--- config.mk ---
export PLATFORM = sky130hd
export DESIGN_NAME = cju_top
export DESIGN_NICKNAME = d
export VERILOG_FILES = /design/src/hdl/cju_pkg.sv /design/src/hdl/cju_cond_eval.sv /design/src/hdl/cju_target_calc.sv /design/src/hdl/cju_top.sv
export SDC_FILE = /design/constraint.sdc
export NUM_CORES = 1
export LEC_CHECK = 0
export BUFFER_PORTS_ARGS = -buffer_cell sky130_fd_sc_hd__buf_2
export CORE_AREA = 2 2 126 128
export DETAILED_ROUTE_END_ITERATION = 6
export DIE_AREA = 0 0 128 130
export GPL_TIMING_DRIVEN = 0
export HOLD_SLACK_MARGIN = 0.15
export PLACE_DENSITY_LB_ADDON = 0.15
export SETUP_SLACK_MARGIN = 0.5
export SLEW_MARGIN = 5
export SYNTH_ARGS = -nofsm -noshare
export SYNTH_HDL_FRONTEND = slang
export SYNTH_SLANG_ARGS = --single-unit
--- constraint.sdc ---
create_clock -name clock_i -period 3.7 [get_ports clock_i]
set_input_delay 0.185 -clock clock_i [delete_from_list [all_inputs] [get_ports clock_i]]
set_output_delay 0.185 -clock clock_i [all_outputs]
set_load 0.05 [all_outputs]
--- src/hdl/cju_pkg.sv ---
package cju_pkg;

  // ****************************************************************
  // widths
  // ****************************************************************
  localparam int ADDR_W = 16;
  localparam int DATA_W = 8;

  // ****************************************************************
  // opcodes of the relative jump group
  // ****************************************************************
  localparam logic [7:0] OP_JUMP_ALWAYS = 8'h20;
  localparam logic [7:0] OP_JUMP_NEVER = 8'h21;
  localparam logic [7:0] OP_JUMP_UNSIGNED_ABOVE = 8'h22;
  localparam logic [7:0] OP_JUMP_UNSIGNED_AT_MOST = 8'h23;
  localparam logic [7:0] OP_JUMP_CARRY_CLEAR = 8'h24;
  localparam logic [7:0] OP_JUMP_CARRY_SET = 8'h25;
  localparam logic [7:0] OP_JUMP_ON_UNEQUAL = 8'h26;
  localparam logic [7:0] OP_JUMP_ON_EQUAL = 8'h27;
  localparam logic [7:0] OP_JUMP_OVERFLOW_CLEAR = 8'h28;
  localparam logic [7:0] OP_JUMP_OVERFLOW_SET = 8'h29;
  localparam logic [7:0] OP_JUMP_ON_POSITIVE = 8'h2a;
  localparam logic [7:0] OP_JUMP_ON_NEGATIVE = 8'h2b;
  localparam logic [7:0] OP_JUMP_SIGNED_AT_LEAST = 8'h2c;
  localparam logic [7:0] OP_JUMP_SIGNED_BELOW = 8'h2d;
  localparam logic [7:0] OP_JUMP_SIGNED_ABOVE = 8'h2e;
  localparam logic [7:0] OP_JUMP_SIGNED_AT_MOST = 8'h2f;
  localparam logic [3:0] OP_GROUP_HI = 4'h2;

  // ****************************************************************
  // addresses, lengths and reset values
  // ****************************************************************
  localparam logic [15:0] DUMMY_ADDR = 16'hffff;
  localparam logic [15:0] INSTR_LEN = 16'h0002;
  localparam logic [15:0] PC_RST = 16'h0000;
  localparam logic [7:0] FLAGS_RST = 8'h00;

  // ****************************************************************
  // flag bit positions in condition_flag_register
  // ****************************************************************
  localparam int FLAG_C = 0;
  localparam int FLAG_V = 1;
  localparam int FLAG_Z = 2;
  localparam int FLAG_N = 3;

  // ****************************************************************
  // types
  // ****************************************************************
  typedef enum logic [1:0] {
    CJU_FETCH_OP,
    CJU_FETCH_DISP,
    CJU_DUMMY
  } cju_state_t;

  typedef struct packed {
    logic [15:0] addr;
    logic rd_wr_n;
  } cju_bus_t;

endpackage

--- src/hdl/cju_cond_eval.sv ---
`timescale 1ns/1ps
// ****************************************************************
// condition evaluation for the jump opcodes
// ****************************************************************
module cju_cond_eval (
  input wire logic [7:0] opcode_i,
  input wire logic [7:0] flags_i,
  output logic take_o,
  output logic is_jump_o
);
  logic flag_c;
  logic flag_v;
  logic flag_z;
  logic flag_n;
  logic nxv;
  logic czo;
  logic base_cond;

  assign flag_c = flags_i[cju_pkg::FLAG_C];
  assign flag_v = flags_i[cju_pkg::FLAG_V];
  assign flag_z = flags_i[cju_pkg::FLAG_Z];
  assign flag_n = flags_i[cju_pkg::FLAG_N];
  assign nxv = flag_n ^ flag_v;
  assign czo = flag_c | flag_z;
  assign is_jump_o = (opcode_i[7:4] == cju_pkg::OP_GROUP_HI);

  // odd opcodes jump when their test holds, even ones on its inverse
  always_comb begin
    base_cond = 1'b0;
    unique case (opcode_i)
      cju_pkg::OP_JUMP_ALWAYS: base_cond = 1'b1;
      cju_pkg::OP_JUMP_NEVER: base_cond = 1'b0;
      cju_pkg::OP_JUMP_UNSIGNED_ABOVE: base_cond = ~czo;
      cju_pkg::OP_JUMP_UNSIGNED_AT_MOST: base_cond = czo;
      cju_pkg::OP_JUMP_CARRY_CLEAR: base_cond = ~flag_c;
      cju_pkg::OP_JUMP_CARRY_SET: base_cond = flag_c;
      cju_pkg::OP_JUMP_ON_UNEQUAL: base_cond = ~flag_z;
      cju_pkg::OP_JUMP_ON_EQUAL: base_cond = flag_z;
      cju_pkg::OP_JUMP_OVERFLOW_CLEAR: base_cond = ~flag_v;
      cju_pkg::OP_JUMP_OVERFLOW_SET: base_cond = flag_v;
      cju_pkg::OP_JUMP_ON_POSITIVE: base_cond = ~flag_n;
      cju_pkg::OP_JUMP_ON_NEGATIVE: base_cond = flag_n;
      cju_pkg::OP_JUMP_SIGNED_AT_LEAST: base_cond = ~nxv;
      cju_pkg::OP_JUMP_SIGNED_BELOW: base_cond = nxv;
      cju_pkg::OP_JUMP_SIGNED_ABOVE: base_cond = ~(flag_z | nxv);
      cju_pkg::OP_JUMP_SIGNED_AT_MOST: base_cond = flag_z | nxv;
      default: base_cond = 1'b0; // opcodes outside the group never jump
    endcase
  end

  assign take_o = base_cond;
endmodule

--- src/hdl/cju_target_calc.sv ---
`timescale 1ns/1ps
// ****************************************************************
// next program counter from opcode address and displacement
// ****************************************************************
module cju_target_calc (
  input wire logic [15:0] op_addr_i,
  input wire logic [7:0] disp_i,
  input wire logic take_i,
  output logic [15:0] next_pc_o
);
  logic [15:0] fall_pc;
  logic [15:0] disp_ext;

  // twos-complement sign extension keeps backward jumps reachable
  assign disp_ext = {{8{disp_i[7]}}, disp_i};
  assign fall_pc = op_addr_i + cju_pkg::INSTR_LEN;
  // wraps modulo 64k, as the address bus does
  assign next_pc_o = take_i ? 16'(fall_pc + disp_ext) : fall_pc;
endmodule

--- src/hdl/cju_top.sv ---
`timescale 1ns/1ps
// Functional notes
// - opcode 27 jumps when zero set
// - opcode 2C jumps when N xor V clear
// - opcode 2E jumps when Z or (N^V) clear
// - taken target is opcode address+2+displacement
// - three reads: opcode, displacement, dummy FFFF
// - jumps never alter the flag register
// - 2F, 2D, 26 complementary signed/equal jumps
// - 22, 23, 24, 25 unsigned jumps
// - 2B/2A negative, 29/28 overflow, 20/21 unconditional
// - two bytes: opcode plus displacement, relative
module cju_top (
  input wire logic clock_i,
  input wire logic sys_rst_i,
  input wire logic start_i,
  input wire logic [15:0] start_pc_i,
  input wire logic [7:0] flags_i,
  input wire logic [7:0] mem_rdata_i,
  output logic [15:0] mem_addr_o,
  output logic mem_rd_wr_n_o,
  output logic busy_o,
  output logic done_o,
  output logic taken_o,
  output logic illegal_o,
  output logic [15:0] pc_o,
  output logic [7:0] flags_o
);

  // ****************************************************************
  // state and registers
  // ****************************************************************
  cju_pkg::cju_state_t state_r;
  cju_pkg::cju_state_t state_nxt;
  logic active_r;
  logic [15:0] op_addr_r;
  logic [7:0] opcode_r;
  logic [15:0] pc_r;
  logic [15:0] pc_nxt;
  logic [7:0] flags_r;
  logic done_r;
  logic taken_r;
  logic illegal_r;
  cju_pkg::cju_bus_t bus_r;
  cju_pkg::cju_bus_t bus_nxt;

  // ****************************************************************
  // decode and target
  // ****************************************************************
  logic cond_take;
  logic op_is_jump;
  logic [15:0] target_pc;
  logic in_op;
  logic in_disp;
  logic in_dummy;

  assign in_op = active_r && (state_r == cju_pkg::CJU_FETCH_OP);
  assign in_disp = active_r && (state_r == cju_pkg::CJU_FETCH_DISP);
  assign in_dummy = active_r && (state_r == cju_pkg::CJU_DUMMY);

  // flags sampled once into the hold register so the test is stable
  cju_cond_eval u_cond (
    .opcode_i(opcode_r),
    .flags_i(flags_r),
    .take_o(cond_take),
    .is_jump_o(op_is_jump)
  );

  // displacement arrives in cycle two and is used straight off the bus
  cju_target_calc u_target (
    .op_addr_i(op_addr_r),
    .disp_i(mem_rdata_i),
    .take_i(cond_take & op_is_jump),
    .next_pc_o(target_pc)
  );

  // ****************************************************************
  // sequencing of the three bus cycles
  // ****************************************************************
  always_comb begin
    state_nxt = state_r;
    bus_nxt = bus_r;
    pc_nxt = pc_r;
    unique case (state_r)
      cju_pkg::CJU_FETCH_OP: begin
        if (in_op) begin
          state_nxt = cju_pkg::CJU_FETCH_DISP;
          bus_nxt.addr = 16'(op_addr_r + 16'h0001);
        end
      end
      cju_pkg::CJU_FETCH_DISP: begin
        state_nxt = cju_pkg::CJU_DUMMY;
        bus_nxt.addr = cju_pkg::DUMMY_ADDR;
        pc_nxt = target_pc;
      end
      cju_pkg::CJU_DUMMY: begin
        state_nxt = cju_pkg::CJU_FETCH_OP;
        bus_nxt.addr = pc_r;
      end
    endcase
    bus_nxt.rd_wr_n = 1'b1;
  end

  // state register
  always_ff @(posedge clock_i) begin
    if (sys_rst_i) begin
      state_r <= cju_pkg::CJU_FETCH_OP;
      active_r <= 1'b0;
    end else if (!active_r) begin
      state_r <= cju_pkg::CJU_FETCH_OP;
      active_r <= start_i;
    end else begin
      state_r <= state_nxt;
      active_r <= !in_dummy;
    end
  end

  // captures at instruction start
  always_ff @(posedge clock_i) begin
    if (sys_rst_i) begin
      op_addr_r <= cju_pkg::PC_RST;
      flags_r <= cju_pkg::FLAGS_RST;
    end else if (!active_r && start_i) begin
      op_addr_r <= start_pc_i;
      flags_r <= flags_i;
    end
  end

  // opcode taken in cycle one; flags_r is never written mid-jump
  always_ff @(posedge clock_i) begin
    if (sys_rst_i) begin
      opcode_r <= 8'h00;
    end else if (in_op) begin
      opcode_r <= mem_rdata_i;
    end
  end

  // program counter: loaded at start, updated after the displacement
  always_ff @(posedge clock_i) begin
    if (sys_rst_i) begin
      pc_r <= cju_pkg::PC_RST;
    end else if (!active_r && start_i) begin
      pc_r <= start_pc_i;
    end else if (in_disp) begin
      pc_r <= pc_nxt;
    end
  end

  // bus outputs registered; idle drives the start address ahead of time
  always_ff @(posedge clock_i) begin
    if (sys_rst_i) begin
      bus_r.addr <= cju_pkg::PC_RST;
      bus_r.rd_wr_n <= 1'b1;
    end else if (!active_r) begin
      bus_r.addr <= start_i ? start_pc_i : bus_r.addr;
      bus_r.rd_wr_n <= 1'b1;
    end else begin
      bus_r <= bus_nxt;
    end
  end

  // completion pulse the cycle after the dummy cycle; outcome flags shown with the dummy cycle
  always_ff @(posedge clock_i) begin
    if (sys_rst_i) begin
      done_r <= 1'b0;
      taken_r <= 1'b0;
      illegal_r <= 1'b0;
    end else begin
      done_r <= in_dummy;
      if (in_disp) begin
        taken_r <= cond_take & op_is_jump;
        illegal_r <= ~op_is_jump;
      end
    end
  end

  // ****************************************************************
  // outputs
  // ****************************************************************
  assign mem_addr_o = bus_r.addr;
  assign mem_rd_wr_n_o = bus_r.rd_wr_n;
  assign busy_o = active_r;
  assign done_o = done_r;
  assign taken_o = taken_r;
  assign illegal_o = illegal_r;
  assign pc_o = pc_r;
  assign flags_o = flags_r;
endmodule

==> results_dict.tcl, run 1 <==
set metrics [dict create \
    path_cells "ha_2 > xor2_2 > ha_1 > nand2_1 > o21ai_2 > a2111oi_2 > nor3_2 > or3_1 > a31oi_1 > xor2_1 > o21ai_1" \
    max_cap_violations 0 \
    postRouteAntennaNets 0 \
    yosys.area.top_type_share_pct 32.2 \
    worstPathRequired_ns 3.93 \
    ys.flop_type "dfxtp_1" \
    p_leak_nw 2.43 \
    clock_latency_ns 0.34 \
    finalSetupViolations 0 \
    cts_root_buf "clkbuf_16" \
    numCtsBuffers 9 \
    synth_edf_count 0 \
    grt_pass1_vias 4211 \
    core_area_mm2 0.0154 \
    boundaryPins 80 \
    setup_tns_ns 0 \
    diodes 0 \
    synth_fp_nets 634 \
    drive_gt1_share_pct 19.8 \
    drv_slew 0 \
    arrival_ns 3.32 \
    drtIter0Drc 267 \
    pre_cts_slack_ns 0.103 \
    clockBufferDepth 2 \
    cts.htree.levels 3 \
    cts_tree "yes" \
    cp-end-kind "flop" \
    timing.slew.headroom_pct 38.7 \
    syn_inst 574 \
    status "finished clean" \
    critical_path_class "reg -> reg" \
    rows 46 \
    rsz0062_at_grt "yes" \
    initial_core_util_pct 28.2 \
    fmax_ghz 0.323 \
    holdCritPathClass "in -> reg" \
    fin_ws_ns 0.608 \
    finalWirelength_mm 15.8 \
    post-synth-top-area-cell "dfxtp_1" \
    cpPeakStageDelay_ns 0.44 \
    dieWidth_um 128 \
    critPathBufInv 0 \
    fin_hold_ws_ns 0.160 \
    tightest_slew_ns 0.919 \
    mostFrequentLayoutCell "nand2_1" \
    port_buffers 77 \
    crit_family "compound AO/OA/AOI/OAI gates" \
    via_count 4491 \
    gp_congestion 0.904 \
    dr.pass1.iters 4 \
    syn_area_mm2 0.00435 \
    overflow 0 \
    ys_seq_elements 70 \
    die-height_um 130 \
    grt_pass1_wl_mm 23.8 \
    clk_pin_slew_ns 0.06 \
    die_area_mm2 0.0166 \
    dp_hpwl_mm 11.7 \
    vias_per_cell 5.02 \
    grt_start_max_net_pins 14 \
    cellPowerDensity_mw_per_mm2 397 \
    yosysSeqAreaShare_pct 32.2 \
    worstPathMaxFanout 10 \
    synth-async-reset-ratio_pct 0 \
    ys_types 46 \
    yosysWarnings 0 \
    ys_top_cells_by_area "dfxtp_1 32%, nand2_1 8.5%, a21oi_1 8.0%" \
    cpMaxStageDelayCell "dfxtp_4" \
    hold_violations 0 \
    wl_per_cell_um 17.6 \
    drc_errors 0 \
    start_kind "flop" \
    avgSynthCellArea_um2 7.58 \
    ir_drop_mv 0.222 \
    fin_crit_sh_pct 83.6 \
    antenna_found_initial 0 \
    final_cell_mix "98 x nand2_1, 77 x buf_2, 69 x dfxtp_1" \
    fin_skew_ns 0.00919 \
    fin_crit_ns 3.09 \
    grtUsageTotal_pct 18.9 \
    clock-sinks 70 \
    nets 759 \
    syn2layout_area_growth_pct 33.1 \
]
[Yosys cell counts, types with 3 or more instances]
| cell type | count |
|---|---|
| nand4_1 | 7 |
| a21o_1 | 6 |
| nor3_1 | 5 |
| nand3_1 | 18 |
| clkbuf_1 | 32 |
| o21a_1 | 3 |
| a21oi_1 | 70 |
| a31oi_1 | 14 |
| and2_1 | 4 |
| a211oi_1 | 9 |
| a2111oi_2 | 3 |
| o211ai_1 | 4 |
| nor2b_1 | 5 |
| dfxtp_1 | 70 |
| o22a_1 | 13 |
| xnor2_1 | 22 |
| nor2_1 | 66 |
| buf_1 | 7 |
| nand2b_1 | 4 |
| inv_1 | 8 |
| xor2_1 | 21 |
| o22ai_1 | 4 |
| ha_1 | 24 |
| o21ai_0 | 13 |
| nand2_1 | 98 |
| o21ai_1 | 3 |
| mux2i_1 | 17 |
[area by class of cell]
| type | instances | area, um2 |
|---|---|---|
| Buffer | 42 | 196 |
| Clock buffer | 14 | 264 |
| Clock inverter | 1 | 5.00 |
| Fill cell | 1646 | 9630 |
| Inverter | 9 | 33.8 |
| Multi-Input combinational cell | 453 | 2910 |
| Sequential cell | 70 | 1410 |
| Tap cell | 192 | 240 |
| Timing Repair Buffer | 114 | 738 |
[timing repair]
item	in CTS	in global routing
endpoints found under the hold margin	30	0
setup buffers	1	6
pin swaps	2	6
hold buffers	30	0
endpoints found under the setup margin	2	4
resized for setup	20	25
[final timing paths]
check	startpoint	endpoint	slack, ns	depth (start not counted)
worst max register to register	op_addr_r[1]	pc_o[12]	0.61	11
worst max-delay path	op_addr_r[1]	pc_o[12]	0.61	11
worst min register to register	flags_o[4]	flags_o[4]	0.45	2
worst min-delay path	start_pc_i[10]	op_addr_r[10]	0.16	3
[per-stage QoR]
step	instances	utilization [%]	area, um2	power, W
after floorplan	574	-	4350	0.00127
after global placement	843	32.3	4980	0.00144
after detailed placement	843	32.3	4980	0.00144
after CTS	889	36.6	5650	0.00229
after global routing	895	37.5	5790	0.00240
final	895	37.5	5790	0.00230
[where the power goes]
group | total, W | switching [W] | internal (W)
Sequential | 0.000848 | 0.0000432 | 0.000805
Combinational | 0.000635 | 0.000411 | 0.000224
Clock | 0.000816 | 0.000329 | 0.000487
[flip-flops by register name (all words and copies together), names as in the netlist]
register / cells
illegal_o: 1
done_o: 1
op_addr_r: 16
busy_o: 1
mem_addr_o: 16
state_r: 2
pc_o: 16
taken_o: 1
opcode_r: 8
flags_o: 8
[metal layers]
| metal | global-route usage [%] | vias to the layer above | share of wire, % |
|---|---|---|---|
| li1 | - | 2233 | - |
| met1 | 25.3 | 2121 | 47 |
| met3 | 3.65 | 16 | 5.0 |
| met5 | 0 | - | 0 |
| met2 | 30.9 | 121 | 47 |
| met4 | 6.14 | 0 | 1.7 |
[cell families after synthesis]
group                      count (synthesis)  share of synthesized area (%)
and+or+nand+nor                          215                           21.0
muxes                                     18                           4.25
xor gates and xnor gates                  43                           8.65
other                                      1                         0.0861
adders and majority gates                 25                           7.36
buffers and inverters                     51                           4.74
DFF                                       70                           32.2
AOI/OAI and AO/OA                        151                           21.7
[tightest hold or removal path, delay by kind of cell]
| family | cells | cell delay [ns] |
|---|---|---|
| AOI/OAI and AO/OA | 1 | 0.07 |
| and+or+nand+nor | 1 | 0.09 |
| buffers and inverters | 1 | 0.10 |
Note: power is estimated with default switching activity, not from simulation.
==> run 2, diff against run 1 <==
==> constraint.sdc (replaced) <==
create_clock -name clock_i -period 2.55 [get_ports clock_i]
set_input_delay 0.1275 -clock clock_i [delete_from_list [all_inputs] [get_ports clock_i]]
set_output_delay 0.1275 -clock clock_i [all_outputs]
set_load 0.05 [all_outputs]
==> results_dict.tcl, run 2 (same netlist as run 1, synthesis figures left out) <==
set metrics [dict create \
    finalWirelength_mm 16.7 \
    grt_pass1_wl_mm 25.5 \
    via_count 4731 \
    fmax_ghz 0.339 \
    nets 790 \
    worstPathMaxFanout 3 \
    cpMostUsedCell "buf_6" \
    path_cells "buf_8 > and3_4 > and2_4 > nand4_1 > xnor2_2 > ha_1 > o21a_1 > o211ai_1 > buf_4 > buf_6 > buf_6 > buf_6 > a31oi_1 > nor2b_1 > xnor2_1 > nand3_1 > a21oi_1" \
    clockBufferDepth 2 \
    vias_per_cell 5.10 \
    dieWidth_um 128 \
    tightest_slew_ns 0.836 \
    drv_slew 0 \
    mostFrequentLayoutCell "nand2_1" \
    max_cap_violations 0 \
    cpPeakStageDelay_ns 0.33 \
    cpMaxStageDelayCell "dfxtp_2" \
    cts.htree.levels 3 \
    area.sequential_mm2 0.00143 \
    critical_path_class "reg -> reg" \
    arrival_ns 3.22 \
    status "finished with violations" \
    timing.slew.headroom_pct 44.3 \
    fin_hold_ws_ns 0.231 \
    fin_skew_ns 0.00790 \
    ir_drop_mv 0.344 \
    grt_use_met1_pct 26.2 \
    multiInputGateArea_mm2 0.00321 \
    fill_cells 1573 \
    clk_pin_slew_ns 0.06 \
    rows 46 \
    rsz0062_at_grt "yes" \
    postRouteAntennaNets 0 \
    holdCritPathClass "in -> reg" \
    grt_pass1_vias 4617 \
    port_buffers 77 \
    die-height_um 130 \
    dp_hpwl_mm 11.7 \
    fin_crit_ns 2.95 \
    initial_core_util_pct 28.2 \
    numCtsBuffers 9 \
    finalSetupViolations 6 \
    clock-sinks 70 \
    drive_gt1_share_pct 30.9 \
    die_area_mm2 0.0166 \
    use_met2_pct 33.2 \
    grt-busiest-layer "met2" \
    cellPowerDensity_mw_per_mm2 539 \
    violations "setup timing" \
    antenna_found_initial 0 \
    fin_ws_ns -0.399 \
    dr.pass1.iters 5 \
    grtUsageTotal_pct 20.3 \
    overflow 0 \
    core_area_mm2 0.0154 \
    crit_family "simple AND/OR/NAND/NOR gates" \
    p_leak_nw 2.76 \
    met3_usage_pct 3.44 \
    fin_crit_sh_pct 116 \
    wl_per_cell_um 18.0 \
    setup_tns_ns -1.31 \
    drtIter0Drc 269 \
    grt_start_max_net_pins 14 \
    cts_tree "yes" \
    hold_violations 0 \
    syn2layout_area_growth_pct 48.8 \
    clock_latency_ns 0.35 \
    final_cell_mix "92 x nand2_1, 80 x buf_2, 63 x nor2_1" \
    boundaryPins 80 \
    start_kind "flop" \
    cts_root_buf "clkbuf_16" \
    diodes 0 \
    final_util_pct 42.0 \
    critPathBufInv 5 \
    worstPathRequired_ns 2.82 \
    gp_congestion 0.892 \
    drc_errors 0 \
    cp-end-kind "flop" \
]
==> run 2: path summary, 6_finish.rpt <==
| check | from | slack, ns | cells past startpoint | to |
|---|---|---|---|---|
| setup / recovery | op_addr_r[4] | -0.40 | 17 | pc_o[13] |
| hold / removal | mem_rdata_i[7] | 0.23 | 3 | opcode_r[7] |
| setup reg to reg | op_addr_r[4] | -0.40 | 17 | pc_o[13] |
| hold reg to reg | flags_o[7] | 0.45 | 2 | flags_o[7] |
==> run 2: metal layers <==
layer / up-vias / wire (um)
met2: 128 / 7940
li1: 2291 / -
met5: - / 0
met1: 2282 / 7580
met4: 0 / 394
met3: 30 / 815
==> run 2: area by class of cell <==
class / count / share of cell area (%)
Timing Repair Buffer: 145 / 16.1
Clock inverter: 4 / 0.348
Inverter: 9 / 0.522
Clock buffer: 12 / 3.81
Multi-Input combinational cell: 453 / 49.6
Tap cell: 192 / 3.71
Sequential cell: 70 / 22.1
Buffer: 42 / 3.86
==> run 2: through the flow <==
| step | std cells | total power, W | setup slack (ns) | instance area (um2) |
|---|---|---|---|---|
| after detailed placement | 843 | 0.00211 | -0.683 | 5080 |
| after CTS | 916 | 0.00345 | -0.435 | 6210 |
| final | 927 | 0.00349 | -0.399 | 6480 |
| after floorplan | 574 | 0.00186 | -0.148 | 4450 |
| after global routing | 927 | 0.00365 | -0.625 | 6480 |
| after global placement | 843 | 0.00210 | -0.644 | 5080 |
==> run 2: power breakdown <==
part	internal, W	leakage [nW]	switching (W)	total [W]
Combinational	0.000415	2.05	0.000651	0.00107
Clock	0.000681	0.132	0.000510	0.00119
Sequential	0.00117	0.582	0.0000644	0.00123
==> run 2: repair_timing <==
item                       CTS  global route
buffers inserted            24            11
resized for setup           70            45
hold buffers                31             0
cloned                       2             0
setup endpoints to repair   54            47
hold endpoints to repair    34             0
pin swaps                   39            17
==> run 2: worst min-delay path: cells and delay by family <==
family                 cells  cell delay (ns)
and+or+nand+nor            1             0.11
AOI/OAI and AO/OA          1             0.06
buffers and inverters      1             0.23
